File: src/bit_shift_params.svh
// Purpose: constants for the bit and shift datapath
// Assumes: 8-bit working register, 8-bit status register
// Notes:   flag positions follow the usual status layout
`ifndef BIT_SHIFT_PARAMS_SVH
`define BIT_SHIFT_PARAMS_SVH
`define FLAG_C_POS      3'd0
`define FLAG_Z_POS      3'd1
`define FLAG_N_POS      3'd2
`define FLAG_V_POS      3'd3
`define FLAG_S_POS      3'd4
`define FLAG_H_POS      3'd5
`define FLAG_T_POS      3'd6
`define FLAG_I_POS      3'd7
`define WORK_RESET      8'h00
`define STATUS_RESET    8'h00
`define IO_RESET        8'h00
`define IO_ADDR_W       5
`endif

File: src/bit_shift_pkg.sv
// Purpose: types for the bit and shift datapath
// Assumes: constants come from the params header
// Notes:   request and result travel as packed structs
`include "bit_shift_params.svh"
package bit_shift_pkg;
   typedef enum logic [3:0] {
      op_none,
      io_bit_set_op,
      io_bit_clear_op,
      shift_left_logical_op,
      shift_right_logical_op,
      rotate_left_carry_op,
      rotate_right_carry_op,
      shift_right_arith_op,
      swap_nibble_op,
      bit_to_transfer_op,
      transfer_to_bit_op
   } bit_op_t;

   typedef struct packed {
      logic                   valid;
      bit_op_t                op;
      logic [2:0]             bit_sel;
      logic [`IO_ADDR_W-1:0]  io_addr;
   } bit_req_t;

   typedef struct packed {
      logic       result_valid;
      logic [7:0] work;
      logic [7:0] status_register;
   } bit_res_t;
endpackage : bit_shift_pkg

File: src/bit_shift_flag_datapath.sv
// Purpose: bit and shift datapath on one working register, status flags and a small I/O file
// Assumes: one request per cycle, results appear one clock after the request
// Notes:   the working register is loadable from outside; I/O file is 32 bytes
// Operation
// [RQ1] I/O bit set forces selected bit to one, others kept
// [RQ2] I/O bit clear forces selected bit to zero, others kept
// [RQ3] logical left shift moves bits up, zero into bit zero
// [RQ4] logical right shift moves bits down, zero into bit seven
// [RQ5] rotate left: old carry into bit zero, old bit seven to carry
// [RQ6] rotate right: old carry into bit seven, old bit zero to carry
// [RQ7] swap exchanges upper and lower nibbles at once
// [RQ8] bit store copies chosen register bit into transfer flag
// [RQ9] bit load copies transfer flag into chosen register bit
// [RQ10] arithmetic right shift keeps bit seven, preserving sign
// [RQ11] shifts and rotates update Z, C, N, V; other operations do not
`include "bit_shift_params.svh"
module bit_shift_flag_datapath
   import bit_shift_pkg::*;
(
   input  wire logic                  clk,
   input  wire logic                  rst_n,
   input  wire bit_req_t              req,
   input  wire logic                  work_load,
   input  wire logic [7:0]            work_load_data,
   input  wire logic [`IO_ADDR_W-1:0] io_rd_addr,
   output bit_res_t                   res,
   output logic      [7:0]            io_rd_data
);
   localparam int IO_DEPTH = 1 << `IO_ADDR_W;

   // decoded request, one strobe per group of operations
   logic                  do_set;
   logic                  do_clear;
   logic                  do_shift;
   logic                  do_swap;
   logic                  do_store;
   logic                  do_load;
   logic                  do_ext_load;
   // working register
   logic [7:0]            work_q;
   logic [7:0]            work_d;
   // status flags
   logic [7:0]            status_q;
   logic [7:0]            status_d;
   // I/O file and its write port
   logic [7:0]            io_mem_q [IO_DEPTH];
   logic                  io_wr_en;
   logic [`IO_ADDR_W-1:0] io_wr_addr;
   logic [7:0]            io_wr_data;
   logic [7:0]            io_old;
   logic [7:0]            bit_mask;
   // registered read port and result strobe
   logic [7:0]            io_rd_q;
   logic [7:0]            io_rd_d;
   logic                  valid_q;
   logic                  valid_d;
   // shifter results
   logic [7:0]            shift_out;
   logic                  carry_out;

   // shifter sees the live register and carry, so back to back shifts chain
   shift_unit u_shift
   (
      .op        (req.op),
      .din       (work_q),
      .carry_in  (status_q[`FLAG_C_POS]),
      .dout      (shift_out),
      .carry_out (carry_out)
   );

   // decode once, so each state group below tests one plain strobe
   always_comb
   begin
      do_set      = 1'b0;
      do_clear    = 1'b0;
      do_shift    = 1'b0;
      do_swap     = 1'b0;
      do_store    = 1'b0;
      do_load     = 1'b0;
      do_ext_load = 1'b0;
      if (req.valid)
      begin
         case (req.op)
            io_bit_set_op:
            begin
               do_set = 1'b1;
            end
            io_bit_clear_op:
            begin
               do_clear = 1'b1;
            end
            shift_left_logical_op, shift_right_logical_op, rotate_left_carry_op,
            rotate_right_carry_op, shift_right_arith_op:
            begin
               do_shift = 1'b1;
            end
            swap_nibble_op:
            begin
               do_swap = 1'b1;
            end
            bit_to_transfer_op:
            begin
               do_store = 1'b1;
            end
            transfer_to_bit_op:
            begin
               do_load = 1'b1;
            end
            default:
            begin
               // idle and unused codes change nothing and raise no strobe
               do_set = 1'b0;
            end
         endcase
      end
      else
      begin
         // an outside load loses to a valid request: the datapath owns the register that cycle
         do_ext_load = work_load;
      end
   end

   // working register: shifter result, single-bit load or outside load
   always_comb
   begin
      work_d = work_q;
      if (do_shift || do_swap)
      begin
         work_d = shift_out;                                           // see [RQ7]
      end
      else if (do_load)
      begin
         work_d[req.bit_sel] = status_q[`FLAG_T_POS];                  // see [RQ9]
      end
      else if (do_ext_load)
      begin
         work_d = work_load_data;
      end
   end

   // working register flops
   always_ff @(posedge clk)
   begin
      if (!rst_n)
      begin
         work_q <= `WORK_RESET;
      end
      else
      begin
         work_q <= work_d;
      end
   end

   // status: arithmetic flags follow shifts only, T follows the bit store
   always_comb
   begin
      status_d = status_q;                                             // see [RQ11]
      if (do_shift)
      begin
         // V is N xor C as the shift leaves them; S is N xor V, which collapses to C
         status_d[`FLAG_C_POS] = carry_out;                            // see [RQ11]
         status_d[`FLAG_Z_POS] = (shift_out == 8'h00);                 // see [RQ11]
         status_d[`FLAG_N_POS] = shift_out[7];                         // see [RQ11]
         status_d[`FLAG_V_POS] = shift_out[7] ^ carry_out;             // see [RQ11]
         status_d[`FLAG_S_POS] = carry_out;
      end
      else if (do_store)
      begin
         status_d[`FLAG_T_POS] = work_q[req.bit_sel];                  // see [RQ8]
      end
   end

   // status flops
   always_ff @(posedge clk)
   begin
      if (!rst_n)
      begin
         status_q <= `STATUS_RESET;
      end
      else
      begin
         status_q <= status_d;
      end
   end

   // I/O write port: read-modify-write of one byte with a single bit forced
   always_comb
   begin
      io_old     = io_mem_q[req.io_addr];
      bit_mask   = 8'h01 << req.bit_sel;
      io_wr_en   = do_set || do_clear;
      io_wr_addr = req.io_addr;
      io_wr_data = io_old;
      if (do_set)
      begin
         io_wr_data = io_old | bit_mask;                               // see [RQ1]
      end
      else if (do_clear)
      begin
         io_wr_data = io_old & ~bit_mask;                              // see [RQ2]
      end
   end

   // the file itself; every byte clears on reset so reads never show unknowns
   always_ff @(posedge clk)
   begin
      if (!rst_n)
      begin
         for (int i = 0; i < IO_DEPTH; i++)
         begin
            io_mem_q[i] <= `IO_RESET;
         end
      end
      else if (io_wr_en)
      begin
         io_mem_q[io_wr_addr] <= io_wr_data;
      end
   end

   // read port forwards a same-cycle write, so a set or clear shows one clock later
   always_comb
   begin
      io_rd_d = io_mem_q[io_rd_addr];
      if (io_wr_en && (io_rd_addr == io_wr_addr))
      begin
         io_rd_d = io_wr_data;
      end
      valid_d = req.valid;
   end

   // read data and result strobe flops
   always_ff @(posedge clk)
   begin
      if (!rst_n)
      begin
         io_rd_q <= `IO_RESET;
         valid_q <= 1'b0;
      end
      else
      begin
         io_rd_q <= io_rd_d;
         valid_q <= valid_d;
      end
   end

   // outputs straight from flip-flops
   assign res.result_valid    = valid_q;
   assign res.work            = work_q;
   assign res.status_register = status_q;
   assign io_rd_data          = io_rd_q;
endmodule : bit_shift_flag_datapath

File: src/shift_unit.sv
// Purpose: combinational shift, rotate and swap of one byte with carry result
// Assumes: op is one of the shift/rotate/swap codes when used
// Notes:   flag update is only meaningful for shifts and rotates
module shift_unit
   import bit_shift_pkg::*;
(
   input  wire bit_op_t    op,
   input  wire logic [7:0] din,
   input  wire logic       carry_in,
   output logic      [7:0] dout,
   output logic            carry_out
);
   // one case per operation, carry passes through for swap
   always_comb
   begin
      dout      = din;
      carry_out = carry_in;
      case (op)
         shift_left_logical_op:
         begin
            dout      = {din[6:0], 1'b0};          // see [RQ3]
            carry_out = din[7];
         end
         shift_right_logical_op:
         begin
            dout      = {1'b0, din[7:1]};          // see [RQ4]
            carry_out = din[0];
         end
         rotate_left_carry_op:
         begin
            dout      = {din[6:0], carry_in};      // see [RQ5]
            carry_out = din[7];
         end
         rotate_right_carry_op:
         begin
            dout      = {carry_in, din[7:1]};      // see [RQ6]
            carry_out = din[0];
         end
         shift_right_arith_op:
         begin
            dout      = {din[7], din[7:1]};        // see [RQ10]
            carry_out = din[0];
         end
         swap_nibble_op:
         begin
            dout      = {din[3:0], din[7:4]};      // see [RQ7]
         end
         default:
         begin
            dout      = din;
            carry_out = carry_in;
         end
      endcase
   end
endmodule : shift_unit
File: config.mk
export PLATFORM = sky130hd
export DESIGN_NAME = bit_shift_flag_datapath
export DESIGN_NICKNAME = d
export VERILOG_FILES = /design/src/bit_shift_pkg.sv /design/src/bit_shift_flag_datapath.sv /design/src/shift_unit.sv
export VERILOG_INCLUDE_DIRS = /design/src /design/src/src
export SDC_FILE = /design/constraint.sdc
export NUM_CORES = 1
export LEC_CHECK = 0
export BUFFER_PORTS_ARGS = -buffer_cell sky130_fd_sc_hd__buf_2
export CAP_MARGIN = 25
export CORE_MARGIN = 3
export CORE_UTILIZATION = 30
export CTS_CLUSTER_DIAMETER = 60
export CTS_CLUSTER_SIZE = 8
export DETAILED_ROUTE_END_ITERATION = 6
export GPL_TIMING_DRIVEN = 0
export SLEW_MARGIN = 20
export SYNTH_ARGS = -nofsm -noshare
export SYNTH_HDL_FRONTEND = slang
export SYNTH_SLANG_ARGS = --single-unit
File: constraint.sdc
create_clock -name clk -period 4.9 [get_ports clk]
set_input_delay 0 -clock clk [delete_from_list [all_inputs] [get_ports clk]]
set_output_delay 0 -clock clk [all_outputs]
set_load 0.03 [all_outputs]
# Word-level counts from Yosys, hierarchy flattened
# Memory sizes are Yosys's and may differ from the RTL's. A register that Yosys moved wholly into a read port is not among the register bits.
# Cells that the tools add are included.
# Widths: inputs -> output; s select.
[totals]
out_inout_bits = 25
regBits = 15
memories = 1
ram_bits = 256
in_bits = 29
wordCells = 66
[op_classes]
n_lt_le_gt_ge = 2
muxes = 32
n_eq_ne = 10
n_shift = 1
n_bitwise = 5
n_reduce_logical = 11
[mem_list]
columns = ["memory", "depth", "word_bits", "rd", "rd_ports_with_merged_regs", "wr", "line", "text"]
rows = [
  ["io_mem_q", 32, 8, 2, 1, 32, "bit_shift_flag_datapath.sv:46", "logic [7:0] io_mem_q [IO_DEPTH];"],
]
[op_table]
columns = ["cell", "count"]
rows = [
  ["$mux 8", 6],
  ["$pmux 8 s6", 1],
  ["$mux 1", 20],
  ["$eq 4x3->1 const B", 4],
  ["$eq 4x4->1 const B", 3],
  ["$and 8x8->8", 1],
  ["$bwmux 8", 1],
  ["$eq 4x2->1 const B", 2],
  ["$logic_not 8->1", 1],
  ["$not 8->8", 1],
  ["$or 8x8->8", 1],
  ["$reduce_or 8->1", 1],
  ["$shl 1x3->8 const A", 1],
  ["$mux 5", 1],
  ["$reduce_or 5->1", 1],
  ["$eq 4x1->1 const B", 1],
  ["$lt 3x4->1 const B", 1],
  ["$bmux 1 s3", 1],
  ["$demux 1 s3", 1],
  ["$ge 3x1->1 const B", 1],
  ["$reduce_bool 3->1", 1],
  ["$reduce_or 3->1", 1],
  ["$logic_or 1x1->1", 2],
  ["$pmux 1 s2", 1],
  ["other kinds (6)", 6],
]

# Depth between registers and ports, before layout
# Gate-level depths: netlist of the first run.
[depth]
depth_word = 9
ltp_mapped = 10
mapped_depth_nobuf = 6

# Hierarchy
# A second synthesis of the first run with hierarchy kept.
[hier_totals]
cells_unflattened = 1323
hier_area_um2 = 15539.9
[by_module_without_submodules]
columns = ["mod", "n_inst", "cells_each", "area_per_inst_um2", "seq_area_each_um2"]
rows = [
  ["bit_shift_flag_datapath", 1, 1238, 14986.9, 8127.8],
  ["shift_unit", 1, 85, 553.0, 0.0],
]

# Worst setup path before layout of the first run
# Ideal clock, no wire load.
[synth_timing]
kind = "reg2reg"
from = "register work_q[7]"
to = "register status_q[1]"
stages_incl_launch_ff = 7
setup_ps = 75
arrival_time_ps = 1819
path_slack_ps = 3006
n_path_buf = 0
t_required_ps = 4825
synth_period_minus_slack_ps = 1894
cell_sequence = "dfxtp_1 mux2_2 a32o_1 a221oi_2 nand3_1 or3_1 o22ai_1"
[synth_between]
elab_chain_len = 2
[synth_rtl]
columns = ["element", "line", "text"]
rows = [
  ["start: declaration", "bit_shift_flag_datapath.sv:40", "logic [7:0] work_q;"],
  ["start signal: assignment", "bit_shift_flag_datapath.sv:146", "work_q <= `WORK_RESET;"],
  ["start signal: assignment", "bit_shift_flag_datapath.sv:150", "work_q <= work_d;"],
  ["$pmux 8 s6", "shift_unit.sv:18", "case (op)"],
  ["$logic_not 8->1", "bit_shift_flag_datapath.sv:162", "status_d[`FLAG_Z_POS] = (shift_out == 8'h00);"],
  ["end signal: assignment", "bit_shift_flag_datapath.sv:178", "status_q <= `STATUS_RESET;"],
  ["end signal: assignment", "bit_shift_flag_datapath.sv:182", "status_q <= status_d;"],
  ["end: declaration", "bit_shift_flag_datapath.sv:43", "logic [7:0] status_q;"],
]
# No other way between the ends.
# A chain may end at the register's enable or synchronous reset.

==> flow_summary.toml, run 1 <==
[sta]
period_share_pct = 66.8
tightest_slew_ns = 1.09
fin_tns_setup_ns = 0
slew-limit-headroom_pct = 27.5
fmax_ghz = 0.306
grt_setup_unrepaired = "no"
period_needed_ns = 3.27
maxSlewViolCount = 0
setup_viol = 0
hold_viol = 0
clock_skew_ns = 0.0339

[worst_setup_path]
cp-end-kind = "flop"
critPathKind = "in -> reg"
reg2reg_slack_ns = 2.08
r2r_start = "io_mem_q[24][0]"
worst_setup_path_start_kind = "input pin"
crit_fanout = 9
reg2reg_depth = 6
worst_ep_arrival_time_ns = 3.46
cp.required_ns = 5.09
r2r-end = "io_mem_q[29][0]"

[drt]
drt_pre_antenna_iters = 7
wl_per_cell_um = 27.2
ant_nets = 0
vias = 10862
first_iter_violations = 1389
drt-vias-per-instance = 5.70
route.detailed.drc = 0
wl_mm = 51.7

[logic_synthesis]
yosysUniqueCellTypes = 63
synth_area_leaders = "edfxtp_1 51%, mux4_2 20%, nor2_1 6.9%"
synth.ff_latch_count = 278
synth_commonest_cells = "275 x nor2_1, 256 x edfxtp_1, 135 x mux4_2"
yosysTopAreaCell = "edfxtp_1"
synth_edf_count = 256
yosysMostFrequentCell = "nor2_1"
ys_seq_area_share_pct = 54.3
syn_area_per_cell_um2 = 13.4
syn-cell-area_mm2 = 0.0150
syn_inst = 1117
yosys_warnings = 0
synth_top_area_share_pct = 51.4
async_flop_share_pct = 0
synth_flop_cell = "edfxtp_1"

[clocking]
cts_buffer_depth = 3
root_buffer = "clkbuf_16"
clock-sinks = 278
cts_setup_buffers = 0
holdBufCountCts = 8
numCtsBuffers = 42
clock_latency_ns = 0.56
cts_tree = "built"
h-tree-depth = 2
cts_resized = 0
clkSlewWorstSetupHoldPaths_ns = 0.05

[pwr]
ir_worst_vdd_mv = 0.173
cellPowerDensity_mw_per_mm2 = 362
p_leak_nw = 5.97
power_mw = 6.28

[status]
status = "finished clean"

[global_route]
overflow = 0
antenna_found_initial = 1
grt_usage_pct = 19.5
grt_max_degree = 12
first_global_vias = 10528
grt_first_pass_wirelength_mm = 74.3

[cells_and_area]
diodes = 0
nets = 1246
num-fill-cells = 4802
fin_area_mm2 = 0.0173
syn_to_final_growth_pct = 15.9
final-instance-count-excl-fill = 1905
final_util_pct = 35.4
drive_above_1_share_pct = 26.2

[placement]
dp_hpwl_mm = 36.7
place_area_mm2 = 0.0160
port_buffers = 45
gp_congestion = 0.957
dp.cells = 1828

[floorplan]
chipWidth_um = 229
rows = 81
die_h_um = 229
io_pins = 54
start_util_pct = 30.5
coreArea_mm2 = 0.0491
dieArea_mm2 = 0.0526

[worst_hold_path]
hold_start = "work_load_data[4]"
min_to = "work_q[4]"
min_path_type = "in -> reg"
holdPathStages = 4

[job]
cap_viol_max_count = 0
[cells by family (layout without fill, tap and decap cells)]
kind of cell              count (synthesis)  after routing  synth area share, %
AOI/OAI and AO/OA                       127            127                 6.57
xor gates and xnor gates                  8              8                0.468
buffers and inverters                   102            225                 4.13
DFF                                     278            278                 54.3
muxes                                   157            157                 21.9
other                                     1              2               0.0251
and+or+nand+nor                         444            444                 12.6
[layout by cell type (no fill, tap or decap), types with 7 or more instances in the layout]
master         instances
nor2_1               275
nand3_1                7
mux2i_1               12
clkbuf_16             42
buf_4                 29
dfxtp_1               22
a22oi_2                7
nor2b_1               11
and3_1                 7
nor3_1                 7
dlygate4sd3_1          8
buf_2                 68
mux4_2               135
buf_6                 11
mux2_2                10
a21oi_1                7
nand2_1               96
nand4_1               11
o21ai_0               15
a211oi_1               7
a22oi_1               40
edfxtp_1             256
clkbuf_1              48
[per-stage QoR]
step                      setup slack, ns  hold slack (ns)
after detailed placement             1.77            0.434
after global placement               1.77            0.433
after global routing                 1.57           0.0607
after CTS                            1.81           0.0211
final                                1.63           0.0440
after floorplan                      3.01            0.246
[metal layers]
metal	vias up	share of wire (%)	global-route usage [%]
met3	95	10	4.27
met5	-	0	0
met4	0	3.3	6.88
met1	5600	40	26.6
met2	655	47	30.7
li1	4512	-	-
[where the power goes]
group          switching [mW]  internal, mW
sequential             0.0569          2.68
combinational           0.540         0.306
clock                    1.06          1.65
[area by class of cell]
type | count | area [um2] | share of cell area, %
plain buffers | 96 | 596 | 3.43
clock buffers | 62 | 1140 | 6.55
clock inverters | 6 | 85.1 | 0.491
inverters | 6 | 22.5 | 0.130
multi-input cells | 738 | 6220 | 35.9
flip-flops and latches | 278 | 8130 | 46.9
well taps | 664 | 831 | 4.79
repair buffers | 55 | 328 | 1.89
[critical path, stage by stage]
cell and delay [ns]:
dlygate4sd3_1 0.53, clkbuf_1 0.30, nor3b_1 0.40, and3_1 0.37
and3_1 0.19, clkbuf_1 0.64, nand2_1 0.50, nand2_1 0.51
[worst max-delay path by stage]
stage,startpoint,to,depth (start not counted)
after floorplan,work_q[7],status_q[1],6
after global placement,req[1],io_mem_q[17][6],9
after detailed placement,req[1],io_mem_q[14][6],9
after CTS,req[12],io_mem_q[31][3],8
after global routing,req[12],io_mem_q[7][3],8
final,req[12],io_mem_q[27][5],8
[registers in the layout (all words and copies together) (netlist names)]
signal	cells
status_q	5
work_q	8
io_mem_q	256
valid_q	1
io_rd_data	8
No activity file was read; power rests on OpenSTA's default activity.
==> inputs of run 2 (changes only) <==
==> constraint.sdc (replaced) <==
create_clock -name clk -period 2.7 [get_ports clk]
set_input_delay 0 -clock clk [delete_from_list [all_inputs] [get_ports clk]]
set_output_delay 0 -clock clk [all_outputs]
set_load 0.03 [all_outputs]
==> run 2 against run 1 <==
  * The run now ends with DRC left
  * Register-to-register slack lost 1.9 ns
  * Worst hold slack lost 0.030 ns
  * Die area is the same
  * Worst setup slack lost 1.5 ns
  * Clock skew is essentially flat
  * Cell count grew 0.79%
  * Via count grew 0.41%
  * Critical path depth shrank 1
  * Clock power grew 81%
  * First-iteration DRC count grew 5.9%
  * Core utilization grew 0.24 points
  * Highest routed layer unchanged
==> flow_summary.toml, run 2 (synthesis gave the netlist of run 1 again) <==
[worst_setup_path]
critPathKind = "in -> reg"
cp_cell_sequence = "dlygate4sd3_1, buf_2, and3_1, nand2_1, nor2_2, nand2_1, nand2_1"
worst_ep_arrival_time_ns = 2.77
cp.required_ns = 2.89
max_stage_delay_ns = 0.59
crit_top_cell = "nand2_1"
crit_fanout = 9
cp_num_buf_inv = 2
cp-end-kind = "flop"
worst_setup_path_start_kind = "input pin"
critical_path.top_delay_family = "simple AND/OR/NAND/NOR gates"
slowest_stage = "nor2_2"

[cells_and_area]
top_register = "io_mem_q"
largest_reg_flops = 256
final_cell_mix = "275 x nor2_1, 256 x edfxtp_1, 135 x mux4_2, 96 x nand2_1, 68 x buf_2"
num-fill-cells = 4789
drive_above_1_share_pct = 27.1
final_common_cell = "nor2_1"
final_util_pct = 35.6
syn_to_final_growth_pct = 16.7
diodes = 0
nets = 1261

[drt]
wl_per_cell_um = 27.0
drt-vias-per-instance = 5.68
vias = 10907
first_iter_violations = 1471
route.detailed.drc = 9
drt_pre_antenna_iters = 7
wl_mm = 51.8
ant_nets = 0

[floorplan]
io_pins = 54
rows = 81
chipWidth_um = 229
die_h_um = 229
dieArea_mm2 = 0.0526
start_util_pct = 30.5
coreArea_mm2 = 0.0491

[pwr]
cellPowerDensity_mw_per_mm2 = 656
power_mw = 11.4
p_leak_nw = 6.04
ir_worst_vdd_mv = 0.311

[sta]
period_needed_ns = 2.58
slew-limit-headroom_pct = 27.3
period_share_pct = 95.7
fin_tns_setup_ns = 0
grt_setup_unrepaired = "no"
maxSlewViolCount = 0
setup_viol = 0
fmax_ghz = 0.387
tightest_slew_ns = 1.09
hold_viol = 0
clock_skew_ns = 0.0340

[placement]
port_buffers = 45
gp_congestion = 0.957
dp_hpwl_mm = 36.7

[clocking]
numCtsBuffers = 42
cts_buffer_depth = 3
clkSlewWorstSetupHoldPaths_ns = 0.05
root_buffer = "clkbuf_16"
h-tree-depth = 2
cts_tree = "built"
clock-sinks = 278
clock_latency_ns = 0.56

[global_route]
grt_first_pass_wirelength_mm = 74.3
gr-usage-met1_pct = 26.6
grt_use_met2_pct = 30.7
grt_max_degree = 12
antenna_found_initial = 1
first_global_vias = 10533
grtUsageMet3_pct = 4.28
busiest_layer = "met2"
grt_usage_pct = 19.5
overflow = 0

[worst_hold_path]
min_path_type = "in -> reg"

[status]
status = "finished with violations"
violations = "DRC"

[job]
cap_viol_max_count = 0
==> run 2: cell count changes in the layout (fill, tap and decap cells not counted), sizes merged <==
cell / change
buf: +16
clkbuf: -1
==> run 2: per-layer routing <==
metal  part of all wire [%]  vias up
met3                     10      112
li1                       -     4539
met5                      0        -
met4                    3.5        0
met1                     39     5548
met2                     47      708
==> run 2: final timing paths <==
path	endpoint	slack, ns	from	cells past startpoint
worst max-delay path	io_mem_q[25][4]	0.12	rst_n	7
worst min-delay path	status_q[6]	0.01	req[12]	4
worst max register to register	io_mem_q[26][7]	0.16	io_mem_q[12][7]	7
worst min register to register	status_q[1]	0.47	status_q[1]	2
==> run 2: final cells by class <==
class / instances / area [um2] / area share, %
tap: 664 / 831 / 4.76
sequential: 278 / 8130 / 46.5
buffer: 95 / 592 / 3.39
multi-input combinational: 738 / 6220 / 35.6
inverter: 6 / 22.5 / 0.129
clock inverter: 6 / 85.1 / 0.487
clock buffer: 62 / 1140 / 6.51
timing repair buffer: 71 / 448 / 2.57
==> run 2: where the power goes <==
group / switching [mW] / leakage (nW) / total (mW) / internal [mW]
Combinational: 0.990 / 2.64 / 1.59 / 0.595
Sequential: 0.103 / 2.82 / 4.96 / 4.86
Clock: 1.91 / 0.580 / 4.90 / 2.99
Total: 3.00 / 6.04 / 11.4 / 8.44
==> run 2: through the flow <==
stage / area (um2) / hold slack (ns) / worst slack [ns] / instances
6_report: 17500 / 0.0135 / 0.116 / 1920
5_1_grt: 17500 / 0.0607 / 0.0817 / 1920
4_1_cts: 17300 / 0.0211 / 0.00265 / 1904
3_5_place_dp: 16000 / 0.434 / -0.432 / 1828
3_3_place_gp: 16000 / 0.433 / -0.433 / 1827
2_1_floorplan: 15000 / 0.246 / 0.806 / 1118
==> run 2: worst min-delay path, delay by kind of cell <==
family	cells	cell delay, ns
compound gates	2	0.19
buf+inv	1	0.18
simple gates	1	0.14
==> run 2: repair_timing <==
item                                    4_1_cts  5_1_grt
pin swaps                                     1        7
hold buffers                                  8        0
hold endpoints to repair                      9        0
gates resized for setup                       0        0
buffers inserted                              0       16
endpoints found under the setup margin        8      253
==> inputs of run 3 (changes only) <==
--- a/config.mk
+++ b/config.mk
@@ -11,9 +11,11 @@
 export CORE_MARGIN = 3
 export CORE_UTILIZATION = 30
 export CTS_CLUSTER_DIAMETER = 60
-export CTS_CLUSTER_SIZE = 8
+export CTS_CLUSTER_SIZE = 16
 export DETAILED_ROUTE_END_ITERATION = 6
 export GPL_TIMING_DRIVEN = 0
+export HOLD_SLACK_MARGIN = 0.05
+export SETUP_SLACK_MARGIN = 0.15
 export SLEW_MARGIN = 20
 export SYNTH_ARGS = -nofsm -noshare
 export SYNTH_HDL_FRONTEND = slang
==> run 3 against run 2 <==
  * The flow now finishes without violations
  * Design area is 1.6% lower
  * First-iteration DRC count is 22% higher
  * Cell count is 0.63% lower
  * Power is 11% lower
  * Worst setup slack better by 0.065 ns
  * Non-clock buffer count is 11 higher
  * Fmax is 2.6% higher
  * Clock power is 25% lower
  * Clock-buffer cell count is 29 lower
  * Core utilization is 0.56 points lower
  * Flip-flop and latch count stayed put
  * Combinational power hardly changed
  * Largest power group unchanged
==> flow_summary.toml, run 3 (synthesis gave the netlist of run 1 again) <==
[pwr]
cellPowerDensity_mw_per_mm2 = 596
p_leak_nw = 5.90
power_mw = 10.2
ir_worst_vdd_mv = 0.398

[global_route]
overflow = 0
grt_max_degree = 18
first_global_vias = 10436
grt_usage_pct = 19.3
antenna_found_initial = 1
grt_first_pass_wirelength_mm = 74.0

[drt]
wl_mm = 51.7
ant_nets = 0
vias = 10892
route.detailed.drc = 0
wl_per_cell_um = 27.1
drt-vias-per-instance = 5.71
drt_pre_antenna_iters = 6
first_iter_violations = 1790

[sta]
hold_viol = 0
tightest_slew_ns = 1.12
slew-limit-headroom_pct = 25.0
period_share_pct = 93.3
period_needed_ns = 2.52
fin_ws_ns = 0.180
grt_setup_unrepaired = "no"
setup_viol = 0
maxSlewViolCount = 0
holdWs_ns = 0.0393
fin_tns_setup_ns = 0
fmax_ghz = 0.397
clock_skew_ns = 0.0239

[job]
cap_viol_max_count = 0

[worst_hold_path]
hold_start = "req[12]"
min_path_type = "in -> reg"

[cells_and_area]
final_common_cell = "nor2_1"
drive_above_1_share_pct = 27.6
syn_to_final_growth_pct = 14.9
largest_reg_flops = 256
final_util_pct = 35.0
final_cell_mix = "274 x nor2_1, 256 x edfxtp_1, 135 x mux4_2, 94 x nand2_1, 68 x buf_2"
top_register = "io_mem_q"
fin_area_mm2 = 0.0172
diodes = 0
final-instance-count-excl-fill = 1908
nets = 1255

[worst_setup_path]
cp.required_ns = 2.99
worst_setup_path_start_kind = "flop"
r2r_start = "io_mem_q[10][5]"
critPathKind = "reg -> reg"
startpoint = "io_mem_q[10][5]"
crit_fanout = 10
cp-end-kind = "flop"
worst_ep_arrival_time_ns = 2.81

[floorplan]
coreArea_mm2 = 0.0491
start_util_pct = 30.5
io_pins = 54
rows = 81
chipWidth_um = 229
dieArea_mm2 = 0.0526
die_h_um = 229

[placement]
pre_cts_ws_ns = -0.432
dp.cells = 1828
gp_congestion = 0.957
dp_hpwl_mm = 36.7
port_buffers = 45
place_area_mm2 = 0.0160

[clocking]
clkSlewWorstSetupHoldPaths_ns = 0.07
clock_latency_ns = 0.57
clock-sinks = 278
numCtsBuffers = 25
h-tree-depth = 1
root_buffer = "clkbuf_16"
cts_tree = "built"
cts_buffer_depth = 3

[status]
status = "finished clean"
-- run 3: cell count changes in the layout (fill, tap and decap cells not counted), sizes merged --
cell         before  now
clkbuf           93   66
dlygate4sd3       8   13
buf             127  131
inv               7   11
clkinvlp          2    5
clkinv            2    0
bufinv            1    2
-- run 3: where the power goes --
part	switching, mW	total (mW)	internal, mW
Combinational	0.992	1.60	0.609
Clock	1.72	3.69	1.97
Sequential	0.103	4.95	4.84
Total	2.82	10.2	7.42
-- run 3: repair_timing --
| item | in CTS | in global routing |
|---|---|---|
| setup endpoints to repair | 209 | 103 |
| cloned | 0 | 0 |
| buffers inserted | 16 | 5 |
| pin swaps | 7 | 2 |
| hold buffers | 13 | 0 |
| hold endpoints to repair | 11 | 0 |
| gates resized for setup | 0 | 10 |
-- run 3: final timing paths --
kind,end,slack (ns),cells after the start
worst min register to register,status_q[1],0.48,2
worst max-delay path,io_mem_q[5][5],0.18,7
worst min-delay path,work_q[4],0.04,3
worst max register to register,io_mem_q[5][5],0.18,7
-- run 3: layout make-up --
cell class	count	area, um2
fill	4809	31900
sequential	278	8130
multi-input combinational	738	6250
tap	664	831
clock buffer	33	666
buffer	96	598
timing repair buffer	81	548
clock inverter	12	149
inverter	6	22.5
-- run 3: worst max-delay path, cell delays in order, from the launching register on --
cell and delay (ns):
edfxtp_1 0.42, mux4_2 0.49, a22oi_1 0.45, nand4_1 0.24
a22oi_2 0.16, buf_4 0.20, buf_4 0.22, nor2_1 0.07
-- run 3: per-layer routing --
metal | vias up | wire length, um | global-route usage, %
li1 | 4514 | - | -
met1 | 5604 | 20500 | 26.4
met2 | 675 | 24200 | 30.9
met3 | 99 | 5310 | 4.14
met4 | 0 | 1660 | 5.61
met5 | - | 0 | 0
